===== src/exc_pkg.sv =====
package exc_pkg;

  // Instruction class as resolved by the decoder
  typedef enum logic [4:0] {
    other_instr,
    jump_register,
    call_register,
    branch_relative,
    call_relative,
    return_subroutine,
    return_exception,
    cond_false_delayed,
    cond_true_delayed,
    call_far_register,
    branch_far_register,
    cond_true_branch,
    cond_false_branch,
    software_trap_instr,
    load_control_sw,
    load_control_postinc_sw,
    load_control,
    load_control_postinc,
    store_control,
    store_control_predec,
    load_system,
    load_system_postinc,
    store_system,
    store_system_predec
  } instr_kind_e;

  typedef enum logic [1:0] {size_byte, size_word, size_long} acc_size_e;

  typedef enum logic [2:0] {
    cause_none, cause_addr_err, cause_slot_illegal, cause_gen_illegal, cause_trap, cause_irq
  } exc_cause_e;

  typedef enum logic [2:0] {st_idle, st_push_sw, st_push_pc, st_vector, st_enter} stack_state_e;

  localparam logic [15:0] UNDEF_LO = 16'hFC00;
  localparam logic [15:0] UNDEF_HI = 16'hFFFF;
  localparam logic [31:0] STACK_STEP = 32'h0000_0004;
  localparam logic [31:0] TRAP_PC_STEP = 32'h0000_0002;
  localparam int MASK_LSB = 4;
  localparam int MASK_MSB = 7;
  localparam logic [3:0] NMI_MASK_LEVEL = 4'hF;
  localparam logic [31:0] ADDR_RESET = 32'h0000_0000;

endpackage : exc_pkg


===== src/instruction_exception_unit.sv =====
// What this block does
// - Trap pushes status word then PC of the following instruction.
// - Trap handler address read from vector given in opcode, no delay slot.
// - Undefined opcode in a delay slot raises slot-illegal once decoded.
// - PC-changing instruction in a delay slot also raises slot-illegal.
// - Delayed branches listed create a delay slot.
// - Slot-illegal stacks status word, then delayed branch target; own vector.
// - Undefined opcode outside slot: general illegal, stacks its own address.
// - Illegal behaviour guaranteed only for opcodes FC00 to FFFF.
// - Interrupts held in slot or after blocking are taken at next unblocked decode.
// - Address error in slot is taken before the branch executes, slot-illegal after it.
// - Interrupt during slot instruction is taken at the branch destination.
// - Interrupt after a blocking instruction waits one more instruction.
// - Blocking instructions are the control and system load/store forms.
// - Misaligned stacking queues an address error; its own stacking errors ignored.
// - Misaligned stacking still writes, steps by four, low address bits zeroed.
// - Odd fetch, odd word or unaligned longword access is an address error.
// - Non-NMI interrupt accepted only above the status word mask level.
`timescale 1ns/1ps
module instruction_exception_unit #(
  parameter logic [7:0] SLOT_ILLEGAL_VEC = 8'h06,
  parameter logic [7:0] GEN_ILLEGAL_VEC = 8'h04,
  parameter logic [7:0] ADDR_ERR_VEC = 8'h09
) (
  input wire logic sys_clk,
  input wire logic nrst,
  input wire logic dec_valid,
  input wire logic [15:0] dec_opcode,
  input wire exc_pkg::instr_kind_e dec_kind,
  input wire logic [31:0] dec_pc,
  input wire logic [31:0] dec_target,
  input wire logic fetch_valid,
  input wire logic [31:0] fetch_addr,
  input wire logic acc_valid,
  input wire exc_pkg::acc_size_e acc_size,
  input wire logic [31:0] acc_addr,
  input wire logic [31:0] acc_pc,
  input wire logic irq_req,
  input wire logic nmi_req,
  input wire logic [3:0] irq_level,
  input wire logic [7:0] irq_vector,
  input wire logic [31:0] status_word,
  input wire logic [31:0] stack_pointer,
  input wire logic [31:0] vector_base,
  output logic mem_req,
  output logic mem_we,
  output logic [31:0] mem_addr,
  output logic [31:0] mem_wdata,
  input wire logic [31:0] mem_rdata,
  input wire logic mem_ack,
  output logic busy,
  output logic flush,
  output logic irq_ack,
  output logic sp_we,
  output logic [31:0] sp_next,
  output logic sw_mask_we,
  output logic [3:0] sw_mask_val,
  output logic redirect_valid,
  output logic [31:0] redirect_pc
);
  import exc_pkg::*;

  function automatic logic is_delayed(input instr_kind_e k);
    is_delayed = k inside {jump_register, call_register, branch_relative, call_relative,
      return_subroutine, return_exception, cond_false_delayed, cond_true_delayed,
      call_far_register, branch_far_register};
  endfunction : is_delayed

  function automatic logic changes_pc(input instr_kind_e k);
    changes_pc = is_delayed(k) || k inside {cond_true_branch, cond_false_branch,
      software_trap_instr, load_control_sw, load_control_postinc_sw};
  endfunction : changes_pc

  function automatic logic is_blocking(input instr_kind_e k);
    is_blocking = k inside {load_control, load_control_postinc, load_control_sw,
      load_control_postinc_sw, store_control, store_control_predec, load_system,
      load_system_postinc, store_system, store_system_predec};
  endfunction : is_blocking

  stack_state_e state_ff;
  exc_cause_e cause_ff;
  logic slot_ff, after_block_ff, ae_pend_ff;
  logic [31:0] target_ff, branch_pc_ff, saved_pc_ff, addr_ff, wdata_ff, handler_ff, sp_next_ff;
  logic [7:0] vec_ff;
  logic [3:0] irq_lvl_ff;

  wire idle = (state_ff == st_idle);
  wire accept = idle && dec_valid;
  wire blocked = slot_ff || after_block_ff;
  wire is_undef = (dec_opcode >= UNDEF_LO) && (dec_opcode <= UNDEF_HI);
  wire acc_bad = acc_valid && ((acc_size == size_word && acc_addr[0]) ||
                               (acc_size == size_long && acc_addr[1:0] != 2'b00));
  wire ae_now = idle && ((fetch_valid && fetch_addr[0]) || acc_bad);
  wire slot_ill = accept && slot_ff && (is_undef || changes_pc(dec_kind));
  wire gen_ill = accept && !slot_ff && is_undef;
  wire trap = accept && !slot_ff && dec_kind == software_trap_instr;
  wire irq_ok = nmi_req ||
                (irq_req && irq_level > status_word[MASK_MSB:MASK_LSB]);
  wire irq_take = accept && !blocked && irq_ok;

  // Fixed priority keeps a single exception per decode
  exc_cause_e cause;
  assign cause = ae_now ? cause_addr_err :
                 slot_ill ? cause_slot_illegal :
                 gen_ill ? cause_gen_illegal :
                 trap ? cause_trap :
                 irq_take ? cause_irq : cause_none;
  wire start = (cause != cause_none);

  // Address errors in the slot point back at the branch so the branch never runs first
  wire [31:0] ae_pc = slot_ff ? branch_pc_ff : acc_pc;
  wire [31:0] nxt_saved_pc = (cause == cause_addr_err) ? ae_pc :
                             (cause == cause_slot_illegal) ? target_ff :
                             (cause == cause_trap) ? dec_pc + TRAP_PC_STEP :
                             dec_pc;
  wire [7:0] nxt_vec = (cause == cause_addr_err) ? ADDR_ERR_VEC :
                       (cause == cause_slot_illegal) ? SLOT_ILLEGAL_VEC :
                       (cause == cause_gen_illegal) ? GEN_ILLEGAL_VEC :
                       (cause == cause_trap) ? dec_opcode[7:0] : irq_vector;
  // A stacking error during address error entry is dropped to avoid a loop
  wire stack_misaligned = (addr_ff[1:0] != 2'b00) && (cause_ff != cause_addr_err);

  always_ff @(posedge sys_clk) begin
    if (!nrst) begin
      slot_ff <= 1'b0;
      after_block_ff <= 1'b0;
      target_ff <= ADDR_RESET;
      branch_pc_ff <= ADDR_RESET;
    end else if (start) begin
      slot_ff <= 1'b0;
      after_block_ff <= 1'b0;
    end else if (accept) begin
      slot_ff <= is_delayed(dec_kind);
      after_block_ff <= is_blocking(dec_kind);
      if (is_delayed(dec_kind)) begin
        target_ff <= dec_target;
        branch_pc_ff <= dec_pc;
      end
    end
  end

  always_ff @(posedge sys_clk) begin
    if (!nrst) begin
      state_ff <= st_idle;
      cause_ff <= cause_none;
      ae_pend_ff <= 1'b0;
      saved_pc_ff <= ADDR_RESET;
      addr_ff <= ADDR_RESET;
      wdata_ff <= ADDR_RESET;
      handler_ff <= ADDR_RESET;
      sp_next_ff <= ADDR_RESET;
      vec_ff <= 8'h00;
      irq_lvl_ff <= 4'h0;
    end else begin
      case (state_ff)
        st_idle: if (start) begin
          state_ff <= st_push_sw;
          cause_ff <= cause;
          saved_pc_ff <= nxt_saved_pc;
          vec_ff <= nxt_vec;
          irq_lvl_ff <= nmi_req ? NMI_MASK_LEVEL : irq_level;
          addr_ff <= stack_pointer - STACK_STEP;
          wdata_ff <= status_word;
        end
        st_push_sw: if (mem_ack) begin
          state_ff <= st_push_pc;
          addr_ff <= addr_ff - STACK_STEP;
          wdata_ff <= saved_pc_ff;
          if (stack_misaligned) ae_pend_ff <= 1'b1;
        end
        st_push_pc: if (mem_ack) begin
          state_ff <= st_vector;
          sp_next_ff <= addr_ff;
          addr_ff <= vector_base + {22'h000000, vec_ff, 2'b00};
          if (stack_misaligned) ae_pend_ff <= 1'b1;
        end
        st_vector: if (mem_ack) begin
          state_ff <= st_enter;
          handler_ff <= mem_rdata;
        end
        st_enter: if (ae_pend_ff) begin
          // Queued address error starts right after the first entry completes
          state_ff <= st_push_sw;
          ae_pend_ff <= 1'b0;
          cause_ff <= cause_addr_err;
          saved_pc_ff <= handler_ff;
          vec_ff <= ADDR_ERR_VEC;
          addr_ff <= sp_next_ff - STACK_STEP;
          wdata_ff <= status_word;
        end else begin
          state_ff <= st_idle;
        end
        default: state_ff <= st_idle;
      endcase
    end
  end

  assign mem_req = (state_ff == st_push_sw) || (state_ff == st_push_pc) || (state_ff == st_vector);
  assign mem_we = (state_ff == st_push_sw) || (state_ff == st_push_pc);
  assign mem_addr = {addr_ff[31:2], 2'b00};
  assign mem_wdata = wdata_ff;
  assign busy = !idle;
  assign flush = start;
  assign irq_ack = start && cause == cause_irq;
  assign redirect_valid = (state_ff == st_enter);
  assign redirect_pc = handler_ff;
  assign sp_we = (state_ff == st_enter);
  assign sp_next = sp_next_ff;
  assign sw_mask_we = (state_ff == st_enter) && cause_ff == cause_irq;
  assign sw_mask_val = irq_lvl_ff;
endmodule : instruction_exception_unit


===== config.mk =====
export PLATFORM = sky130hd
export DESIGN_NAME = instruction_exception_unit
export DESIGN_NICKNAME = d
export VERILOG_FILES = /design/src/exc_pkg.sv /design/src/instruction_exception_unit.sv
export SDC_FILE = /design/constraint.sdc
export NUM_CORES = 1
export LEC_CHECK = 0
export ABC_AREA = 0
export CORE_AREA = 2 2 184 186
export CTS_CLUSTER_SIZE = 16
export DETAILED_ROUTE_END_ITERATION = 6
export DIE_AREA = 0 0 186 188
export DONT_BUFFER_PORTS = 1
export GPL_ROUTABILITY_DRIVEN = 0
export GPL_TIMING_DRIVEN = 1
export HOLD_SLACK_MARGIN = 0.1
export PLACE_DENSITY = 0.55
export SETUP_SLACK_MARGIN = 0.1
export SLEW_MARGIN = 15
export SYNTH_ARGS = -nofsm -noshare
export SYNTH_HDL_FRONTEND = slang
export SYNTH_SLANG_ARGS = --single-unit

===== constraint.sdc =====
create_clock -name sys_clk -period 5.5 [get_ports sys_clk]
set_input_delay 1.1 -clock sys_clk [delete_from_list [all_inputs] [get_ports sys_clk]]
set_output_delay 1.1 -clock sys_clk [all_outputs]
set_load 0.01 [all_outputs]

### Yosys cells after proc, flatten, opt, wreduce, memory -nomap -nowiden

Index checks and enable logic that the tools add are counted.
Widths: inputs -> output; s select.

| cells by class | value |
|---|---|
| mux-type cells | 41 |
| reductions and logical operators | 51 |
| bitwise gates (word level) | 2 |
| eq/ne operators | 43 |
| add/subtract/negate cells | 5 |
| $lt $le $gt $ge | 3 |

Operators by type and width:

| operator | count |
|---|---|
| $mux 32 | 13 |
| $pmux 32 s4 | 1 |
| $pmux 32 s3 | 1 |
| $sub 32x3->32 const B | 3 |
| $pmux 32 s2 | 1 |
| $mux 8 | 6 |
| $eq 5x4->1 const B | 8 |
| $eq 5x5->1 const B | 8 |
| $mux 3 | 11 |
| $add 32x10->32 | 1 |
| $add 32x2->32 const B | 1 |
| $eq 5x3->1 const B | 4 |
| $reduce_bool 10->1 | 2 |
| $logic_and 1x1->1 | 18 |
| $ge 16x16->1 const B | 1 |
| $le 16x16->1 const B | 1 |
| $pmux 8 s2 | 1 |
| $pmux 3 s5 | 1 |
| $eq 3x2->1 const B | 4 |
| $eq 3x3->1 const B | 4 |
| $eq 5x2->1 const B | 2 |
| $reduce_and 3->1 | 3 |
| $logic_or 1x1->1 | 8 |
| $ne 2x1->1 const B | 4 |
| other kinds (22) | 38 |

| storage, ports and cells | value |
|---|---|
| word-level logic and storage cells | 159 |
| output and inout bits | 140 |
| register bits after elaboration | 245 |

### Logic depth before layout (Yosys ltp)

Gate-level depths: netlist of the first run.

| depth | value |
|---|---|
| depth after elaboration | 16 |
| mapped depth | 14 |
| gate-level depth less buffers | 11 |

### Worst setup path before layout of the first run

OpenSTA, ideal clock, no wires.

| path | value |
|---|---|
| kind | input port to output port |
| start | in status_word[5] |
| end | out irq_ack |
| data arrival time | 2.399 ns |
| data required time | 4.400 ns |
| stages | 8 |
| setup slack | 2.001 ns |
| buffers on the path | 0 |
| cell sequence | inv_1 ha_1 nor2b_1 o211ai_1 a211oi_1 o31a_1 nand2_1 nor2_1 |

| on the way | value |
|---|---|
| longest elaborated chain between the ends | 11 |
| elaborated cells on any way between the ends | 12 |
| those cells by class | order compare: 1; eq/ne: 1; mux: 5; reduce/logical: 5 |

RTL lines:

| element | line | text |
|---|---|---|
| start: declaration | instruction_exception_unit.sv:42 | `input wire logic [31:0] status_word,` |
| $gt 4x4->1 (*) | instruction_exception_unit.sv:98 | `(irq_req && irq_level > status_word[MASK_MSB:MASK_LSB]);` |
| $logic_and 1x1->1 (*) | instruction_exception_unit.sv:98 |  |
| $logic_or 1x1->1 (*) | instruction_exception_unit.sv:97 | `wire irq_ok = nmi_req \|\|` |
| $logic_and 1x1->1 (*) | instruction_exception_unit.sv:99 | `wire irq_take = accept && !blocked && irq_ok;` |
| $mux 3 (*) | instruction_exception_unit.sv:107 | `irq_take ? cause_irq : cause_none;` |
| $mux 3 (*) | instruction_exception_unit.sv:106 | `trap ? cause_trap :` |
| $mux 3 (*) | instruction_exception_unit.sv:105 | `gen_ill ? cause_gen_illegal :` |
| $mux 3 (*) | instruction_exception_unit.sv:104 | `slot_ill ? cause_slot_illegal :` |
| $mux 3 (*) | instruction_exception_unit.sv:103 | `assign cause = ae_now ? cause_addr_err :` |
| $eq 3x3->1 / $reduce_bool 3->1 (equally long branches) | instruction_exception_unit.sv:204, instruction_exception_unit.sv:108 |  |
| $logic_and 1x1->1 (*) | instruction_exception_unit.sv:204 | `assign irq_ack = start && cause == cause_irq;` |
| end: declaration | instruction_exception_unit.sv:53 | `output logic irq_ack,` |

Every way passes the cells marked *; elsewhere a longest branch is shown, timed or not.

### Final worst setup path of the first run

Ends and elaborated chain as after synthesis.

==> results.cfg, run 1 <==
[outcome]
status = finished, final reports clean

[synthesis]
synth-edff-count = 0
syn_area_per_cell_um2 = 7.61
synth.distinct_cells = 78
synth_flop_cell = dfxtp_1
ys_ff_latch = 245
ys_seq_area_frac = 0.356
yosysWarnings = 0
netlist_instances = 1809
netlist_area_um2 = 13800
async_flop_share = 0

[final_layout]
num-nets-final = 2053
drive_above_1_share = 0.0672
num-fill-cells = 3452
areaGrowthSynthToFinish_pct = 7.18

[critical_path]
r2r_start = state_ff[2]
cp_max_fo = 7
rrSetupSlack_ps = 1660
worstPathCellList = inv_1 > ha_1 > nor2b_1 > o211ai_1 > a211oi_1 > o31a_1 > nand2_1 > nor2_1
required_ps = 4400
reg2regPathDepth = 12
cpPeakStageDelay_ps = 470
r2r-end = addr_ff[30]
slowest_stage = a211oi_1
cp-end-kind = output pin
worstPathArrival_ps = 2870
critPathKind = input port to output pin
worstSetupStartpointType = input port

[timing]
hold_viol_final = 0
clock_skew_ps = 10.8
period_minus_slack_ps = 3970
slew_viol_final = 0
period_share = 0.723
rsz0062_at_grt = no
fmax_mhz = 252
fin_ws_ps = 1530
worst-slew-pin-transition_ps = 958
tns_ps = 0
slew-limit-headroom = 0.355
setup_viol = 0

[clock_tree]
cts_tree = built
cts_sinks = 245
cts_buffers = 29
root_buffer = clkbuf_16
h-tree-depth = 1
clock_latency_ps = 550
cts_buffer_depth = 3
clk_pin_slew_worst_paths_ps = 60
cts_setup_buffers = 0
post_cts_resized = 0
cts_hold_buf = 0

[pwr]
p_leak_nw = 5.02
irDropWorstVdd_uv = 242
power_density_nw_per_um2 = 396

[die]
die-area_um2 = 35000
fp.dieW_um = 186
io_pins = 471
dieHeight_um = 188
rows = 67
core_um2 = 33100
initial_core_util = 0.416

[flow_run]
maxCapViolCount = 0

[place]
port_buffers = 0
place_worst_setup_slack_ps = 1230
dp_hpwl_mm = 36.2

[hold_path]
hold_path_end = target_ff[1]
worstHoldStart = target_ff[1]
holdPathStages = 2
hold_class = flip-flop to flip-flop

[route]
firstDrtPassIters = 5
vias = 12900
vias_per_cell = 5.94
final_antenna_net_count = 0
drc = 0
post_drt_wl_per_cell_um = 23.2
drtIter0Drc = 1062
wl_mm = 50.5

[grt]
grt.total_usage = 0.277
grt_max_degree = 102
grt_pass1_vias = 12300
grt_pass1_wl_mm = 74.7
grt.overflow.total = 0
antenna_found_initial = 5
## cell usage after synthesis (all sizes together) (5+ instances only)
cell       n  area share
nor3      54       0.020
and3      14      0.0064
nand4     29       0.013
xnor2     43       0.027
nand3     58       0.021
o21a       6      0.0033
nor2     101       0.028
a21o       7      0.0038
a221oi     8      0.0051
nand2    384        0.10
clkbuf   113       0.031
nor2b     29       0.013
and4       7      0.0045
a21oi    196       0.071
a31oi     17      0.0077
ha        14       0.013
nand2b     7      0.0032
o21ai     75       0.027
o2111ai    9      0.0057
xor2      33       0.021
or3       11      0.0050
buf       52       0.024
o22a      24       0.015
mux2      14       0.011
mux2i     56       0.041
a211oi    43       0.023
dfxtp    245        0.36
inv       19      0.0052
o31ai      9      0.0049
o211ai     7      0.0038
nor4       8      0.0052
o211a      5      0.0036
a222oi     7      0.0051
o22ai      8      0.0036
o221ai    36       0.023
and2       8      0.0036
## worst max-delay path by stage
stage                   startpoint              end  slack (ps)  cells past startpoint
floorplan           status_word[5]          irq_ack        2000                      8
global placement         dec_valid  saved_pc_ff[31]        1240                      8
detailed placement  status_word[5]    mem_wdata[15]        1230                     13
CTS                 status_word[5]          irq_ack        1430                      8
global route           state_ff[2]      addr_ff[30]        1300                     12
finish              status_word[5]          irq_ack        1530                      8
## cell families after synthesis
logic type      count (synthesis)  share of synthesized area
simple gates                  728                      0.240
flops                         245                      0.356
fa+ha+maj                      16                     0.0149
buf+inv                       186                     0.0606
mux                            70                     0.0522
other cells                     1                   0.000272
compound gates                487                      0.227
xor+xnor                       76                     0.0484
## sequential cells by signal, indices dropped and copies added, names as in the netlist
name,flops
addr_ff,32
ae_pend_ff,1
after_block_ff,1
branch_pc_ff,32
cause_ff,3
mem_wdata,32
redirect_pc,32
saved_pc_ff,32
slot_ff,1
sp_next,32
state_ff,3
sw_mask_val,4
target_ff,32
vec_ff,8
## through the flow
step / cells / hold WS (ps) / utilization / instance area, µm² / power, mW
2_1_floorplan: 1810 / 432 / - / 13800 / 3.64
3_3_place_gp: 2124 / 439 / 0.419 / 13900 / 4.02
3_5_place_dp: 2124 / 443 / 0.419 / 13900 / 4.05
4_1_cts: 2173 / 451 / 0.445 / 14800 / 5.89
5_1_grt: 2173 / 467 / 0.445 / 14800 / 6.16
6_report: 2174 / 451 / 0.446 / 14800 / 5.84
## where the power goes
group	leakage [nW]	switching, mW	internal, mW
clock network	0.432	0.780	1.05
registers	2.00	0.339	2.05
logic	2.58	1.03	0.592
## layout by cell type (no fill, tap or decap), types with 5 or more instances in the layout
| master | n |
|---|---|
| buf_4 | 31 |
| nand2_1 | 384 |
| nand4_1 | 29 |
| o22a_1 | 24 |
| a211oi_1 | 43 |
| o211ai_1 | 7 |
| o21ai_0 | 71 |
| nor2_1 | 96 |
| ha_1 | 14 |
| or3_1 | 11 |
| mux2i_1 | 56 |
| a21o_1 | 7 |
| and4_1 | 7 |
| and3_1 | 14 |
| nand2b_1 | 7 |
| nor2b_1 | 29 |
| nor4_1 | 6 |
| a221oi_1 | 8 |
| nand3_1 | 55 |
| o21a_1 | 6 |
| dfxtp_1 | 242 |
| xnor2_1 | 43 |
| a222oi_1 | 7 |
| o22ai_1 | 8 |
| mux2_2 | 14 |
| nor3_1 | 51 |
| o2111ai_1 | 9 |
| xor2_1 | 33 |
| clkinv_2 | 7 |
| clkbuf_16 | 29 |
| clkbuf_1 | 6 |
| o211a_1 | 5 |
| o221ai_1 | 36 |
| inv_1 | 19 |
| a21oi_1 | 196 |
| o31ai_1 | 9 |
| and2_1 | 8 |
| a31oi_1 | 17 |
## critical path: cells and delay by family
kind,cells,cell delay (ps)
AOI/OAI and AO/OA,3,860
and+or+nand+nor,3,610
adders and majority gates,1,270
buffers and inverters,1,20
## routing by layer
metal / routed length (µm) / vias up / GRT usage / share of wire
met3: 5020 / 96 / 0.0950 / 0.099
met2: 23500 / 499 / 0.459 / 0.47
met1: 20200 / 6075 / 0.332 / 0.40
met5: 42 / - / 0 / 0.00083
met4: 1730 / 8 / 0.0984 / 0.034
li1: - / 6231 / - / -
## cell type report
cell class / count / area (µm²) / share of cell area
repair buffers: 31 / 233 / 0.0158
clock buffers: 38 / 790 / 0.0535
diodes: 1 / 2.50 / 0.000170
clock inverters: 11 / 88.8 / 0.00602
well taps: 448 / 561 / 0.0380
flip-flops and latches: 245 / 4910 / 0.333
inverters: 21 / 83.8 / 0.00568
multi-input cells: 1379 / 8080 / 0.548
Note: power is estimated with default switching activity, not from simulation.
==> run 2, diff against run 1 <==
- clock period: 5.5 -> 4.01 ns (I/O delays scaled with it)
==> run 2 against run 1 <==
Design area up 1.7%. Sequential power up 38%. Register-to-register slack worse by 1200 ps. Non-clock buffer count up 19. Critical path type is now flip-flop to output pin. Cell count up 0.97%. First-iteration DRC count down 16%. Via count up 1.1%. Clock skew about the same. Critical path depth down 3. Count of clock-buffer cells in the layout up 3. Largest cell class unchanged. Clock power up 43%. Utilization up 0.77 points.
==> results.cfg, run 2 (synthesis gave the netlist of run 1 again) <==
[outcome]
status = finished, final reports clean

[critical_path]
r2r-end = addr_ff[16]
worstSetupStartpointType = flip-flop
r2r_start = state_ff[1]
worstPathArrival_ps = 2750
critPathKind = flip-flop to output pin
critPathLaunch = state_ff[2]
reg2regPathDepth = 12
cp-end-kind = output pin
cp_max_fo = 38
rrSetupSlack_ps = 490
required_ps = 3210

[grt]
grt_pass1_wl_mm = 75.9
grt.overflow.total = 0
grt.total_usage = 0.280
grt_pass1_vias = 12600
antenna_found_initial = 6
grt_max_degree = 105

[timing]
slew-limit-headroom = 0.294
period_minus_slack_ps = 3560
fmax_mhz = 281
rsz0062_at_grt = no
tns_ps = 0
hold_viol_final = 0
fin_ws_ps = 455
slew_viol_final = 0
clock_skew_ps = 10.9
period_share = 0.887
setup_viol = 0
worst-slew-pin-transition_ps = 1060

[clock_tree]
cts_setup_buffers = 0
clk_pin_slew_worst_paths_ps = 60
cts_sinks = 245
cts_buffers = 29
h-tree-depth = 1
cts_hold_buf = 0
post_cts_resized = 0
root_buffer = clkbuf_16
cts_buffer_depth = 3
clock_latency_ps = 560
cts_tree = built

[final_layout]
fin_util = 0.453
num-nets-final = 2072
layout_common_cells = 384 x nand2_1, 242 x dfxtp_1, 196 x a21oi_1
regArea_um2 = 4910
drive_above_1_share = 0.0791
final_common_cell = nand2_1
areaGrowthSynthToFinish_pct = 9.03
fin_cells = 2195
multi_input_area_um2 = 8080
num-fill-cells = 3330

[route]
final_antenna_net_count = 0
firstDrtPassIters = 5
drtIter0Drc = 889
drc = 0
vias = 13000
wl_mm = 50.5
vias_per_cell = 5.94
post_drt_wl_per_cell_um = 23.0

[place]
place_worst_setup_slack_ps = 12.2
placed_cells = 2143
port_buffers = 0
dp_hpwl_mm = 36.9

[pwr]
irDropWorstVdd_uv = 343
power_density_nw_per_um2 = 544
p_total_mw = 8.16
p_leak_nw = 5.16

[die]
core_um2 = 33100
initial_core_util = 0.416
fp.dieW_um = 186
dieHeight_um = 188
rows = 67
die-area_um2 = 35000
io_pins = 471

[flow_run]
maxCapViolCount = 0

[hold_path]
hold_class = input port to flip-flop
worstHoldStart = mem_rdata[10]
holdPathStages = 2
hold_path_end = redirect_pc[10]
## run 2: how the worst max path moves through the flow
stage	end
global route	addr_ff[20]
global placement	mem_wdata[3]
CTS	sw_mask_we
finish	sw_mask_we
detailed placement	mem_wdata[10]
floorplan	sp_we
## run 2: area by class of cell
class / count / share of cell area
multi-input cells: 1379 / 0.539
flip-flops and latches: 245 / 0.327
clock buffers: 41 / 0.0574
well taps: 448 / 0.0374
repair buffers: 50 / 0.0283
inverters: 21 / 0.00559
clock inverters: 9 / 0.00500
diodes: 2 / 0.000333
## run 2: worst max-delay path, cell delays in order, from the launching register on
cell and delay, ps:
dfxtp_4 590, buf_4 430, nand2_1 140, buf_4 290, nor4b_1 530, buf_4 220
## run 2: metal layers
metal	share of wire	routed length [µm]	track usage	vias to the layer above
li1	-	-	-	6281
met1	0.40	20100	0.331	6130
met2	0.47	23800	0.475	506
met3	0.097	4900	0.0909	121
met4	0.032	1600	0.0906	8
met5	0.00091	46	0	-
## run 2: report_power, final
part	internal (mW)	total [mW]	switching (mW)	leakage (nW)
Clock	1.54	2.61	1.06	0.463
Sequential	2.81	3.29	0.478	2.00
Combinational	0.851	2.26	1.41	2.69
Total	5.21	8.16	2.95	5.16
## run 2: through the flow
stage | hold slack (ps) | instance area, µm²
6_report | 377 | 15000
5_1_grt | 364 | 15000
4_1_cts | 355 | 15000
3_5_place_dp | 442 | 14100
3_3_place_gp | 439 | 14100
2_1_floorplan | 432 | 13800
==> run 3, diff against run 2 <==
- SKIP_LAST_GASP: default -> 1
- clock period: 4.01 -> 4.4 ns (I/O delays scaled with it)
==> run 3 against run 2 <==
Global-route usage about the same. Sequential share of layout area increased by 0.17 points. Clock skew increased by 1.1 ps. Register-to-register slack improved by 290 ps. Hold slack improved by 73 ps. Via count decreased by 0.85%. Combinational power decreased by 9.7%. Utilization decreased by 0.24 points. Design area decreased by 0.53%. Largest power group unchanged. Highest routed layer unchanged.
==> results.cfg, run 3 (synthesis gave the netlist of run 1 again) <==
[pwr]
p_clk_frac = 0.326
internal_power_mw = 4.78
irDropWorstVdd_uv = 307
switching_share = 0.361
p_leak_nw = 5.12
p_switching_mw = 2.69
power_frac_seq = 0.401
power_density_nw_per_um2 = 500
comb_power_share = 0.273

[route]
drtIter0Drc = 983
final_antenna_net_count = 0
vias_per_cell = 5.92
firstDrtPassIters = 5
post_drt_wl_per_cell_um = 23.2
drc = 0
wl_mm = 50.6
vias = 12900

[final_layout]
drive_above_1_share = 0.0755
final_common_cell = nand2_1
areaGrowthSynthToFinish_pct = 8.45
num-nets-final = 2063
layout_common_cells = 384 x nand2_1, 242 x dfxtp_1, 196 x a21oi_1
num-fill-cells = 3388
fin_cells = 2185

[timing]
worst-slew-pin-transition_ps = 1060
period_minus_slack_ps = 3620
setup_viol = 0
period_share = 0.822
slew-limit-headroom = 0.296
tns_ps = 0
hold_viol_final = 0
fmax_mhz = 276
clock_skew_ps = 12.0
slew_viol_final = 0
rsz0062_at_grt = no

[critical_path]
critPathKind = flip-flop to flip-flop
crit_path_frequent_cell = buf_4
rrSetupSlack_ps = 780
r2r-end = addr_ff[30]
worstPathCellList = buf_4 > nand2b_1 > buf_4 > o22a_1 > o221a_2 > nor3_1 > and4_1 > nand3_1 > xnor2_1 > a2111oi_0
reg2regPathDepth = 10
worstPathArrival_ps = 4030
cpPeakStageDelay_ps = 540
cp_max_fo = 25
r2r_start = state_ff[1]
slowest_stage = and4_1
required_ps = 4810
cp-end-kind = flip-flop
worstSetupStartpointType = flip-flop
crit_end = addr_ff[30]
critPathLaunch = state_ff[1]

[grt]
grt_pass1_vias = 12400
grt_max_degree = 117
grt_pass1_wl_mm = 75.3
grt.overflow.total = 0
antenna_found_initial = 6
grt.total_usage = 0.280

[clock_tree]
clk_pin_slew_worst_paths_ps = 60
cts_buffers = 28
h-tree-depth = 1
cts_tree = built
cts_hold_buf = 0
root_buffer = clkbuf_16
cts_buffer_depth = 3
cts_sinks = 245
clock_latency_ps = 550
cts_setup_buffers = 0
post_cts_resized = 0

[place]
port_buffers = 0
dp_hpwl_mm = 36.6
placed_cells = 2135

[die]
rows = 67
initial_core_util = 0.416
core_um2 = 33100
fp.dieW_um = 186
die-area_um2 = 35000
io_pins = 471
dieHeight_um = 188

[outcome]
status = finished, final reports clean

[flow_run]
maxCapViolCount = 0

[hold_path]
hold_class = flip-flop to flip-flop
## run 3: cell type report
| cell class | count | area [µm²] | area share |
|---|---|---|---|
| well taps | 448 | 561 | 0.0375 |
| diodes | 1 | 2.50 | 0.000168 |
| clock inverters | 9 | 101 | 0.00679 |
| repair buffers | 42 | 328 | 0.0220 |
| clock buffers | 40 | 857 | 0.0574 |
| flip-flops and latches | 245 | 4910 | 0.329 |
| multi-input cells | 1379 | 8080 | 0.542 |
| inverters | 21 | 83.8 | 0.00562 |
## run 3: how the worst min path moves through the flow
stage / startpoint / to / slack [ps] / depth (start not counted)
2_1_floorplan: saved_pc_ff[1] / saved_pc_ff[1] / 430 / 2
3_3_place_gp: branch_pc_ff[0] / branch_pc_ff[0] / 440 / 2
3_5_place_dp: target_ff[20] / target_ff[20] / 440 / 2
4_1_cts: dec_pc[23] / branch_pc_ff[23] / 430 / 2
5_1_grt: dec_pc[26] / branch_pc_ff[26] / 430 / 2
6_report: target_ff[16] / target_ff[16] / 450 / 2
## run 3: per-stage QoR
stage               hold slack [ps]  setup WS (ps)   util  cell area, µm²  total power, mW
CTS                             430            811  0.451           14900             7.52
global placement                437            391  0.422           14000             5.05
detailed placement              445            370  0.422           14000             5.08
finish                          450            783  0.451           14900             7.47
floorplan                       432           1230      -           13800             4.55
global route                    429            484  0.451           14900             7.89
## run 3: critical path: cells and delay by family (launching register included)
family | cells | cell delay (ps)
AO/OA/AOI/OAI | 3 | 890
XOR/XNOR | 1 | 160
AND/OR/NAND/NOR | 4 | 1420
flip-flops | 1 | 420
buffers and inverters | 2 | 570
## run 3: power by group through the flow
| stage | Sequential, mW | Clock, mW | Combinational, mW |
|---|---|---|---|
| after CTS | 3.00 | 2.48 | 2.04 |
| after global routing | 3.03 | 2.58 | 2.27 |
| after detailed placement | 3.05 | 0 | 2.03 |
| after floorplan | 2.84 | 0 | 1.71 |
| after global placement | 3.04 | 0 | 2.00 |
| final | 3.00 | 2.43 | 2.04 |
## run 3: layer usage
layer | global-route usage | up-vias | share of wire
li1 | - | 6260 | -
met1 | 0.334 | 6081 | 0.40
met2 | 0.464 | 477 | 0.47
met3 | 0.0911 | 107 | 0.094
met4 | 0.109 | 10 | 0.038
met5 | 0 | - | 0.0013
